## config.mk

```make
export PLATFORM = sky130hd
export DESIGN_NAME = tlic_ctrl
export DESIGN_NICKNAME = d
export VERILOG_FILES = /design/src/rtl/tlic_ctrl.v
export VERILOG_INCLUDE_DIRS = /design/src /design/src/rtl
export SDC_FILE = /design/constraint.sdc
export NUM_CORES = 1
export LEC_CHECK = 0
export BUFFER_PORTS_ARGS = -buffer_cell sky130_fd_sc_hd__buf_2
export CORE_MARGIN = 3
export CORE_UTILIZATION = 57
export CTS_CLUSTER_SIZE = 25
export DETAILED_ROUTE_END_ITERATION = 16
export HOLD_SLACK_MARGIN = 0.03
export PLACE_DENSITY_LB_ADDON = 0.15
export SETUP_SLACK_MARGIN = 0.1
export SYNTH_ARGS = -nofsm -noshare
export SYNTH_HDL_FRONTEND = slang
export SYNTH_SLANG_ARGS = --single-unit
export TNS_END_PERCENT = 30
```

## constraint.sdc

```tcl
create_clock -name clock -period 4 [get_ports clock]
set_input_delay 0.2 -clock clock [delete_from_list [all_inputs] [get_ports clock]]
set_output_delay 0.2 -clock clock [all_outputs]
set_load 0.02 [all_outputs]
```

## src/rtl/tlic_defs.vh

```
// Purpose: Constants for the two-level interrupt controller
// Assumes: Special-function register port of an 8-bit core
// Notes: Included by the controller module only
`ifndef TLIC_DEFS_VH
`define TLIC_DEFS_VH
// ----------------------------------------
// Register addresses
// ----------------------------------------
`define TLIC_ADDR_IEN 8'hA8
`define TLIC_ADDR_SEC 8'hA9
`define TLIC_ADDR_LVL 8'hB8
// ----------------------------------------
// Reset values and masks
// ----------------------------------------
`define TLIC_RST_IEN 8'h00
`define TLIC_RST_SEC 8'hA0
`define TLIC_RST_LVL 8'h00
`define TLIC_MASK_LVL 8'h7F
`define TLIC_MASK_SEC 8'hF7
// ----------------------------------------
// Field positions
// ----------------------------------------
`define TLIC_BIT_GLOBAL 7
`define TLIC_BIT_ADC 6
`define TLIC_BIT_T2 5
`define TLIC_BIT_UART 4
`define TLIC_BIT_T1 3
`define TLIC_BIT_X1 2
`define TLIC_BIT_T0 1
`define TLIC_BIT_X0 0
`define TLIC_BIT_TI_LVL 6
`define TLIC_BIT_PSM_LVL 5
`define TLIC_BIT_SIF_LVL 4
`define TLIC_BIT_TI_EN 2
`define TLIC_BIT_PSM_EN 1
`define TLIC_BIT_SIF_EN 0
// ----------------------------------------
// Source indices in poll order, 0 is polled first
// ----------------------------------------
`define TLIC_SRC_PSM 0
`define TLIC_SRC_WDT 1
`define TLIC_SRC_X0 2
`define TLIC_SRC_ADC 3
`define TLIC_SRC_T0 4
`define TLIC_SRC_X1 5
`define TLIC_SRC_T1 6
`define TLIC_SRC_SIF 7
`define TLIC_SRC_UART 8
`define TLIC_SRC_T2 9
`define TLIC_SRC_TI 10
`define TLIC_NSRC 11
// ----------------------------------------
// Vector addresses
// ----------------------------------------
`define TLIC_VEC_X0 16'h0003
`define TLIC_VEC_T0 16'h000B
`define TLIC_VEC_X1 16'h0013
`define TLIC_VEC_T1 16'h001B
`define TLIC_VEC_UART 16'h0023
`define TLIC_VEC_T2 16'h002B
`define TLIC_VEC_ADC 16'h0033
`define TLIC_VEC_SIF 16'h003B
`define TLIC_VEC_PSM 16'h0043
`define TLIC_VEC_TI 16'h0053
`define TLIC_VEC_WDT 16'h005B
`endif

```

## src/rtl/tlic_ctrl.v

```verilog
// Purpose: Two-level interrupt controller with poll order and nesting
// Assumes: Core drives a one-cycle SFR write/read and ack/return pulses
// Notes: Timer 2 counting is outside; only its request flags live here
//
// How it works
// - Eleven sources, each high or low
// - Global bit 7 gates all maskable sources
// - Enable bits 6..0 gate seven main sources
// - Level bits 6..0 pick high/low; 7 reserved
// - Secondary bits 6..4 set extra levels
// - Secondary bits 2..0 enable extra sources
// - High request preempts low routine, one deep
// - Simultaneous: high level served first
// - Active level blocks same-level requests
// - Same level resolved by fixed poll order
// - Core pushes PC then loads vector
// - Each source has its fixed vector
// - Overflow flag set by hardware, blocked by baud
// - External flag set on trigger falling edge
// - Watchdog request bypasses global, high level
`timescale 1ns/10ps
`include "tlic_defs.vh"
module tlic_ctrl
(
    input wire clock,
    input wire rst_n,
    input wire clk_en,
    // Register port
    input wire [7:0] sfr_addr,
    input wire sfr_wr,
    input wire sfr_rd,
    input wire [7:0] sfr_wdata,
    output reg [7:0] sfr_rdata,
    output reg sfr_hit,
    // Source requests, levels from on-chip logic
    input wire supply_monitor_request,
    input wire watchdog_request,
    input wire watchdog_irq_mode,
    input wire ext0_request,
    input wire adc_request,
    input wire timer0_request,
    input wire ext1_request,
    input wire timer1_request,
    input wire serial_if_request,
    input wire uart_request,
    input wire interval_request,
    // Timer 2 flag sources
    input wire timer2_overflow,
    input wire timer2_trigger_pin,
    input wire timer2_external_enable,
    input wire tx_baud_select,
    input wire rx_baud_select,
    input wire timer2_flag_clear_ovf,
    input wire timer2_flag_clear_ext,
    // Core handshake
    input wire irq_ack,
    input wire irq_return,
    output reg irq_req,
    output reg [15:0] irq_vector,
    output reg [3:0] irq_source,
    output reg timer2_overflow_flag,
    output reg timer2_external_flag,
    output reg in_service_high,
    output reg in_service_low
);

// ----------------------------------------
// Local state
// ----------------------------------------
reg [7:0] ien_reg; // Main enable register
reg [7:0] lvl_reg; // Main level register
reg [7:0] sec_reg; // Secondary control register
reg [1:0] trig_sync_reg; // Trigger pin synchroniser
reg trig_prev_reg; // Previous synchronised trigger level
reg [10:0] pend; // Enabled requests
reg [10:0] high; // Level of each source
reg [10:0] sel_high;
reg [10:0] sel_low;
reg [10:0] cand;
reg take_high;
reg [3:0] win;
wire trig_fall;

// ----------------------------------------
// Helpers
// ----------------------------------------
// Lowest set index wins, matching poll order
function [3:0] first_set;
    input [10:0] v;
    integer i;
    begin
        first_set = 4'hF;
        for (i = `TLIC_NSRC - 1; i >= 0; i = i - 1)
        begin
            if (v[i])
            begin
                first_set = i[3:0];
            end
        end
    end
endfunction

// Vector lookup per source index
function [15:0] vec_of;
    input [3:0] s;
    begin
        case (s)
            `TLIC_SRC_PSM: vec_of = `TLIC_VEC_PSM;
            `TLIC_SRC_WDT: vec_of = `TLIC_VEC_WDT;
            `TLIC_SRC_X0: vec_of = `TLIC_VEC_X0;
            `TLIC_SRC_ADC: vec_of = `TLIC_VEC_ADC;
            `TLIC_SRC_T0: vec_of = `TLIC_VEC_T0;
            `TLIC_SRC_X1: vec_of = `TLIC_VEC_X1;
            `TLIC_SRC_T1: vec_of = `TLIC_VEC_T1;
            `TLIC_SRC_SIF: vec_of = `TLIC_VEC_SIF;
            `TLIC_SRC_UART: vec_of = `TLIC_VEC_UART;
            `TLIC_SRC_T2: vec_of = `TLIC_VEC_T2;
            default: vec_of = `TLIC_VEC_TI;
        endcase
    end
endfunction

assign trig_fall = trig_prev_reg & ~trig_sync_reg[1];

// ----------------------------------------
// Request gating and arbitration
// ----------------------------------------
// Enable, level and blocking per source
always @*
begin
    pend = 11'h000;
    high = 11'h000;
    // Maskable sources need global bit
    if (ien_reg[`TLIC_BIT_GLOBAL])
    begin
        // Main enable bits
        pend[`TLIC_SRC_ADC] = adc_request & ien_reg[`TLIC_BIT_ADC];
        pend[`TLIC_SRC_T2] = (timer2_overflow_flag | timer2_external_flag)
                             & ien_reg[`TLIC_BIT_T2];
        pend[`TLIC_SRC_UART] = uart_request & ien_reg[`TLIC_BIT_UART];
        pend[`TLIC_SRC_T1] = timer1_request & ien_reg[`TLIC_BIT_T1];
        pend[`TLIC_SRC_X1] = ext1_request & ien_reg[`TLIC_BIT_X1];
        pend[`TLIC_SRC_T0] = timer0_request & ien_reg[`TLIC_BIT_T0];
        pend[`TLIC_SRC_X0] = ext0_request & ien_reg[`TLIC_BIT_X0];
        // Secondary enable bits
        pend[`TLIC_SRC_TI] = interval_request & sec_reg[`TLIC_BIT_TI_EN];
        pend[`TLIC_SRC_PSM] = supply_monitor_request & sec_reg[`TLIC_BIT_PSM_EN];
        pend[`TLIC_SRC_SIF] = serial_if_request & sec_reg[`TLIC_BIT_SIF_EN];
    end
    // Watchdog ignores global enable
    pend[`TLIC_SRC_WDT] = watchdog_request & watchdog_irq_mode;
    high[`TLIC_SRC_WDT] = 1'b1;
    // Main level bits
    high[`TLIC_SRC_ADC] = lvl_reg[`TLIC_BIT_ADC];
    high[`TLIC_SRC_T2] = lvl_reg[`TLIC_BIT_T2];
    high[`TLIC_SRC_UART] = lvl_reg[`TLIC_BIT_UART];
    high[`TLIC_SRC_T1] = lvl_reg[`TLIC_BIT_T1];
    high[`TLIC_SRC_X1] = lvl_reg[`TLIC_BIT_X1];
    high[`TLIC_SRC_T0] = lvl_reg[`TLIC_BIT_T0];
    high[`TLIC_SRC_X0] = lvl_reg[`TLIC_BIT_X0];
    // Secondary level bits
    high[`TLIC_SRC_TI] = sec_reg[`TLIC_BIT_TI_LVL];
    high[`TLIC_SRC_PSM] = sec_reg[`TLIC_BIT_PSM_LVL];
    high[`TLIC_SRC_SIF] = sec_reg[`TLIC_BIT_SIF_LVL];
    // High blocked only by high in service
    sel_high = (in_service_high) ? 11'h000 : (pend & high);
    // Low blocked by any routine in service
    sel_low = (in_service_high | in_service_low) ? 11'h000 : (pend & ~high);
    // High level wins over low
    take_high = |sel_high;
    cand = take_high ? sel_high : sel_low;
    win = first_set(cand);
end

// ----------------------------------------
// Registers, flags and nesting state
// ----------------------------------------
// Everything holds while the clock enable is low
always @(posedge clock or negedge rst_n)
begin
    if (!rst_n)
    begin
        ien_reg <= `TLIC_RST_IEN;
        lvl_reg <= `TLIC_RST_LVL;
        sec_reg <= `TLIC_RST_SEC;
        trig_sync_reg <= 2'h0;
        trig_prev_reg <= 1'b0;
        timer2_overflow_flag <= 1'b0;
        timer2_external_flag <= 1'b0;
        in_service_high <= 1'b0;
        in_service_low <= 1'b0;
        irq_req <= 1'b0;
        irq_vector <= 16'h0000;
        irq_source <= 4'hF;
        sfr_rdata <= 8'h00;
        sfr_hit <= 1'b0;
    end
    else if (clk_en)
    begin
        trig_sync_reg <= {trig_sync_reg[0], timer2_trigger_pin};
        trig_prev_reg <= trig_sync_reg[1];
        // Register writes
        if (sfr_wr)
        begin
            case (sfr_addr)
                `TLIC_ADDR_IEN: ien_reg <= sfr_wdata;
                `TLIC_ADDR_LVL: lvl_reg <= sfr_wdata & `TLIC_MASK_LVL;
                // Bit 3 forced zero; software must keep it so
                `TLIC_ADDR_SEC: sec_reg <= sfr_wdata & `TLIC_MASK_SEC;
                default: ;
            endcase
        end
        // Register reads, answered next cycle
        sfr_hit <= sfr_rd & ((sfr_addr == `TLIC_ADDR_IEN) |
                   (sfr_addr == `TLIC_ADDR_LVL) | (sfr_addr == `TLIC_ADDR_SEC));
        case (sfr_addr)
            `TLIC_ADDR_IEN: sfr_rdata <= sfr_rd ? ien_reg : 8'h00;
            `TLIC_ADDR_LVL: sfr_rdata <= sfr_rd ? lvl_reg : 8'h00;
            `TLIC_ADDR_SEC: sfr_rdata <= sfr_rd ? sec_reg : 8'h00;
            default: sfr_rdata <= 8'h00;
        endcase
        // Overflow flag; set wins over clear
        if (timer2_overflow & ~tx_baud_select & ~rx_baud_select)
        begin
            timer2_overflow_flag <= 1'b1;
        end
        else if (timer2_flag_clear_ovf)
        begin
            timer2_overflow_flag <= 1'b0;
        end
        // External flag; baud use disables trigger events
        if (trig_fall & timer2_external_enable & ~tx_baud_select & ~rx_baud_select)
        begin
            timer2_external_flag <= 1'b1;
        end
        else if (timer2_flag_clear_ext)
        begin
            timer2_external_flag <= 1'b0;
        end
        // Present winner to the core
        irq_req <= (win != 4'hF) & ~irq_ack;
        irq_source <= win;
        irq_vector <= (win != 4'hF) ? vec_of(win) : 16'h0000;
        // Core pushes PC and jumps on ack; mark level
        if (irq_ack & irq_req)
        begin
            if (high[irq_source])
            begin
                in_service_high <= 1'b1;
            end
            else
            begin
                in_service_low <= 1'b1;
            end
        end
        else if (irq_return)
        begin
            // Exit innermost level first
            if (in_service_high)
            begin
                in_service_high <= 1'b0;
            end
            else
            begin
                in_service_low <= 1'b0;
            end
        end
    end
end

endmodule // tlic_ctrl

```

Word-level counts from Yosys, hierarchy flattened
Memory sizes are Yosys's and may differ from the RTL's.
Cells that the tools add are included.
{"block": "word_totals", "out_inout_bits": 34, "wordCells": 99, "regBits": 59, "memories": 1, "mem_bits_ro": 64}
{"memory": "(name not given)", "depth": 16, "word_bits": 4, "rd": 1, "rd_clocked_by_memory_dff": 0, "write_ports": 0, "line_no": "tlic_ctrl.v:107", "text": "case (s)"}
{"block": "classes", "bitwise_logic": 31, "muxes": 34, "n_reduce_logical": 11, "n_lt_le_gt_ge": 1, "eq_ne": 7}
{"cell": "$mux W4", "n": 9}
{"cell": "$mux W11", "n": 3}
{"cell": "$eq A8 B8 Y1 const B", "n": 3}
{"cell": "$pmux W8 S3", "n": 1}
{"cell": "$and A11 B11 Y11", "n": 2}
{"cell": "$and A1 B1 Y1", "n": 20}
{"cell": "$mux W16", "n": 1}
{"cell": "$mux W8", "n": 2}
{"cell": "$mux W1", "n": 13}
{"cell": "$reduce_and A3 Y1", "n": 4}
{"cell": "$not A11 Y11", "n": 1}
{"cell": "$reduce_or A11 Y1", "n": 1}
{"cell": "$mux W9", "n": 1}
{"cell": "$mux W7", "n": 1}
{"cell": "$mux W3", "n": 2}
{"cell": "$reduce_bool A2 Y1", "n": 3}
{"cell": "$lt A4 B5 Y1 const B", "n": 1}
{"cell": "$bmux W1 S4", "n": 1}
{"cell": "$ne A2 B1 Y1 const B", "n": 2}
{"cell": "$ne A4 B4 Y1 const B", "n": 1}
{"cell": "$not A1 Y1", "n": 4}
{"cell": "$or A1 B1 Y1", "n": 4}
{"cell": "$reduce_and A2 Y1", "n": 2}
{"cell": "$reduce_and A4 Y1", "n": 1}
{"cell": "$ne A2 B2 Y1 const B", "n": 1}

Longest topological paths before layout
{"block": "logic_depth", "ltp_word": 20, "mapped_depth": 10, "mapped_depth_nobuf": 8}

Worst setup path after synthesis
No wires, ideal clock.
{"block": "synth_timing", "path_type": "register to register", "start": "register in_service_high", "end": "register irq_vector[5]", "n_path_buf": 2, "setup_ns": 0.086, "period_less_slack_ns": 2.490, "slack_ns": 1.510, "path_stages_with_launch": 10, "arrival_ns": 2.404, "cell_sequence": "dfrtp_1 > buf_6 > nand2b_4 > buf_6 > nor4_4 > a31oi_2 > a21bo_1 > a21o_1 > or4_4 > o221ai_2"}
{"block": "synth_between", "elab_chain_len": 16, "elab_cells_between_ends": 19, "classes_between": "1 x eq/ne; 15 x mux; 1 x bitwise; 1 x reduce/logical; 1 x memory"}
{"element": "start, declared", "line_no": "tlic_ctrl.v:63", "text": "output reg in_service_high,"}
{"element": "start signal, assigned", "line_no": "tlic_ctrl.v:190", "text": "in_service_high <= 1'b0;"}
{"element": "start signal, assigned", "line_no": "tlic_ctrl.v:249", "text": "in_service_high <= 1'b1;"}
{"element": "start signal, assigned", "line_no": "tlic_ctrl.v:261", "text": "in_service_high <= 1'b0;"}
{"element": "$mux W11 or $or A1 B1 Y1 (tied branches)", "line_no": "tlic_ctrl.v:166, tlic_ctrl.v:168"}
{"element": "$reduce_or A11 Y1 or $mux W11 (tied branches)", "line_no": "tlic_ctrl.v:170, tlic_ctrl.v:168"}
{"element": "$mux W11 (*)", "line_no": "tlic_ctrl.v:171", "text": "cand = take_high ? sel_high : sel_low;"}
{"element": "$mux W3 (2 in series)", "line_no": "tlic_ctrl.v:95", "text": "if (v[i])"}
{"element": "$mux W4 (8 in series)", "line_no": "tlic_ctrl.v:95"}
{"element": "$mux W4 (*)", "line_no": "tlic_ctrl.v:95"}
{"element": "$mem_v2 Z16 W4 or $ne A4 B4 Y1 (tied branches)"}
{"element": "$mux W16 (*)", "line_no": "tlic_ctrl.v:243", "text": "irq_vector <= (win != 4'hF) ? vec_of(win) : 16'h0000;"}
{"element": "end signal, assigned", "line_no": "tlic_ctrl.v:243"}
{"element": "end, declared", "line_no": "tlic_ctrl.v:59", "text": "output reg [15:0] irq_vector,"}
Every way passes the cells marked *; elsewhere a longest branch is shown, timed or not.
A chain may end at the register's enable or synchronous reset.

Final worst setup path
Same ends and word-level chain as after synthesis.

==> summary.txt <==
Outcome
  – Status: finished clean

Synthesis
  – Post-Synthesis Cell Area: ~2900 µm²
  – Cells after synthesis: 283
  – Number of synthesized flops with an enable pin: 0
  – Synth Flop Type: dfrtp_1
  – Yosys reg bits: 48
  – Leading area contributor after synthesis: dfrtp_1
  – Ys async rst share: 100%
  – Synth top area cells: dfrtp_1, mux2_2, dfstp_2
  – Cell variety after synth: 61
  – Syn avg cell area: between 10 and 15 µm²
  – Share of the synthesized area in the top cell type: ~37%
  – YS warnings: 0
  – Fraction of the yosys area taken by sequential cells: 42.2%

Setup path
  – WS Path Type: flop to flop
  – R2R setup slack: 1200 ps
  – Crit-path max FO: 11
  – Worst flop-to-flop path endpoint: irq_vector[5]$_DFFE_PN0P_
  – Worst r2r src: in_service_high$_DFFE_PN0P_
  – Worst setup EP type: flop
  – Data required, critical path: around 4200 ps
  – Crit-path max cell delay: between 500 and 600 ps
  – Reg2reg path depth: 8
  – CP cell instances: nand3b_1 > nand2_1 > nor4_4 > a31oi_2 > a21bo_1 > a21o_1 > or4_4 > o221ai_2
  – CP Launch Type: flop
  – Crit path max-delay cell type: dfrtp_1
  – Worst path arrival time: 3030 ps

Cells and area
  – Ant. Diodes: 0
  – Non-filler cells, final: 409
  – Post-layout util: 68.8%
  – Number of nets in the layout: between 300 and 400
  – Area of the multi-input gates: 1520 µm²
  – Layout area overhead: 15.0%
  – FILL cells: 400
  – Register area: 1210 µm²
  – Share of cells above drive strength 1: 36.3%
  – Commonest non-fill, non-tap cells in the layout: buf_2, dfrtp_1, nand2_1, mux2_2
  – Commonest non-fill, non-tap cell in the layout: buf_2

Clock tree
  – CTS Buf Count: 5
  – Post-CTS resize count: 0
  – Clock Tree Root: clkbuf_8
  – Clock slew seen by the registers of the worst setup and hold paths: 90 ps
  – CTS Sinks: 48
  – CTS tree: done
  – H-Tree Depth: 2
  – Cts hold-fix bufs: 0
  – Post-CTS setup buffers: 0
  – Clock tree buffer depth: 2
  – Worst-Skew Late Latency: about 310 ps

Floorplanning
  – Core area: 4790 µm²
  – DIE AREA: 5910 µm²
  – Site Rows: 25
  – Initial Utilization: 59.8%
  – Ports: 75
  – Chip Width: 76.9 µm
  – Die height: between 70 and 80 µm

Timing
  – Period utilization: between 60 and 70%
  – Rel. slew slack: 29.3%
  – Worst-Margin Slew: 1060 ps
  – Unrepaired setup endpoints after global routing: false
  – Pins over their slew limit: 0
  – Final Setup Violations: 0
  – Hold Vio Cnt, Final: 0
  – Total negative slack: 0 ps
  – Fmax: 358 MHz
  – Fin crit period: between 2000 and 3000 ps
  – Final WS setup: 1200 ps
  – Setup Skew: 4.37 ps

Power and ir drop
  – PwrDens: 333 nW/µm²
  – Logic pwr share: 13.5%
  – Lkg Pwr: 1.61 nW
  – Register share of total power: 48.8%
  – Max VDD drop: 0.000183 V
  – Psw: 0.284 mW
  – Clock power share: 37.8%
  – Internal power: 0.814 mW
  – Switching Share: around a quarter

Global routing
  – GRT Total Usage: 25.2%
  – Remaining Overflow, GRT: 0
  – Largest net degree at the start of global routing: 49
  – Vias in the first global route: around 2,500
  – Initial antenna violation count: 0
  – First-pass GRT wire length: approximately 12,000 µm

Detailed routing
  – DR vias: 2,487
  – Routed vias/inst: roughly 6.1
  – Post-DRT Antenna Nets: 0
  – Wire per inst: 17.7 µm
  – DRT iter0 DRCs: 246
  – First-pass detailed-route iteration total: 6
  – Post-Route WL: a little over 7000 µm
  – DRC: 0

Placed design
  – I/O Buffers: 64
  – Dpl hpwl: 5420 µm
  – Final Wtd Congestion: approximately 0.89
  – Cells after DPL: 402
  – Place WS: about 1300 ps

Flow run
  – Max_cap viols: 0

Worst hold path
  – Worst min path class: input port to asynchronous set/reset pin
==> area by class of cell <==
cell class	instances	area share (%)
flip-flops and latches	48	36.7
inverters	6	0.684
multi-input cells	216	46.2
well taps	67	2.54
repair buffers	65	9.95
clock inverters	2	1.82
clock buffers	5	2.09
==> metal layers <==
metal | vias up | part of all wire [%] | GRT usage (%)
li1 | 1161 | - | -
met5 | - | 0 | 0
met3 | 21 | 6.4 | 4.46
met2 | 121 | 48 | 43.4
met1 | 1184 | 42 | 31.6
met4 | 0 | 3.0 | 9.06
==> worst max-delay path by stage <==
stage          depth (start not counted)                   endpoint                         from
5_1_grt                                8  irq_vector[3]$_DFFE_PN0P_  in_service_high$_DFFE_PN0P_
2_1_floorplan                          9  irq_vector[5]$_DFFE_PN0P_  in_service_high$_DFFE_PN0P_
4_1_cts                                8  irq_vector[5]$_DFFE_PN0P_  in_service_high$_DFFE_PN0P_
3_5_place_dp                           8  irq_vector[3]$_DFFE_PN0P_  in_service_high$_DFFE_PN0P_
3_3_place_gp                           8  irq_vector[5]$_DFFE_PN0P_  in_service_high$_DFFE_PN0P_
6_report                               8  irq_vector[5]$_DFFE_PN0P_  in_service_high$_DFFE_PN0P_
==> logic make-up after synthesis <==
group	count (synthesis)	share of synthesized area (%)
buffers and inverters	28	5.81
and+or+nand+nor	90	16.8
other	1	0.131
muxes	38	14.9
DFF	48	42.2
AOI/OAI and AO/OA	78	20.1
==> power by group through the flow <==
| stage | clock network [mW] | registers, mW | logic [mW] |
|---|---|---|---|
| floorplan | 0 | 0.551 | 0.0875 |
| global placement | 0 | 0.544 | 0.145 |
| detailed placement | 0 | 0.545 | 0.148 |
| CTS | 0.420 | 0.535 | 0.149 |
| global route | 0.444 | 0.540 | 0.162 |
| finish | 0.415 | 0.535 | 0.148 |
==> cells in the mapped netlist, drive strengths merged, types with 5 or more instances <==
library cell  instances
dfrtp                42
nand2                32
mux2                 28
a21oi                19
nor2                 19
buf                  16
nand3                12
mux2i                 9
a31oi                 8
o21ai                 8
clkbuf                6
dfstp                 6
inv                   6
o2bb2ai               6
a31o                  5
o22ai                 5
==> stage by stage <==
| step | total power [mW] | area [µm²] | hold slack [ps] |
|---|---|---|---|
| finish | 1.10 | 3290 | 68.8 |
| global route | 1.15 | 3290 | 104 |
| CTS | 1.10 | 3290 | 79.0 |
| detailed placement | 0.693 | 3170 | 409 |
| global placement | 0.689 | 3170 | 405 |
| floorplan | 0.639 | 2900 | -95.6 |
==> critical path, delay by kind of cell, from the launching register on <==
| kind | cells | cell delay [ps] |
|---|---|---|
| and+or+nand+nor | 4 | 1440 |
| DFF | 1 | 550 |
| AOI/OAI and AO/OA | 4 | 730 |
Note: power is estimated with default switching activity, not from simulation.
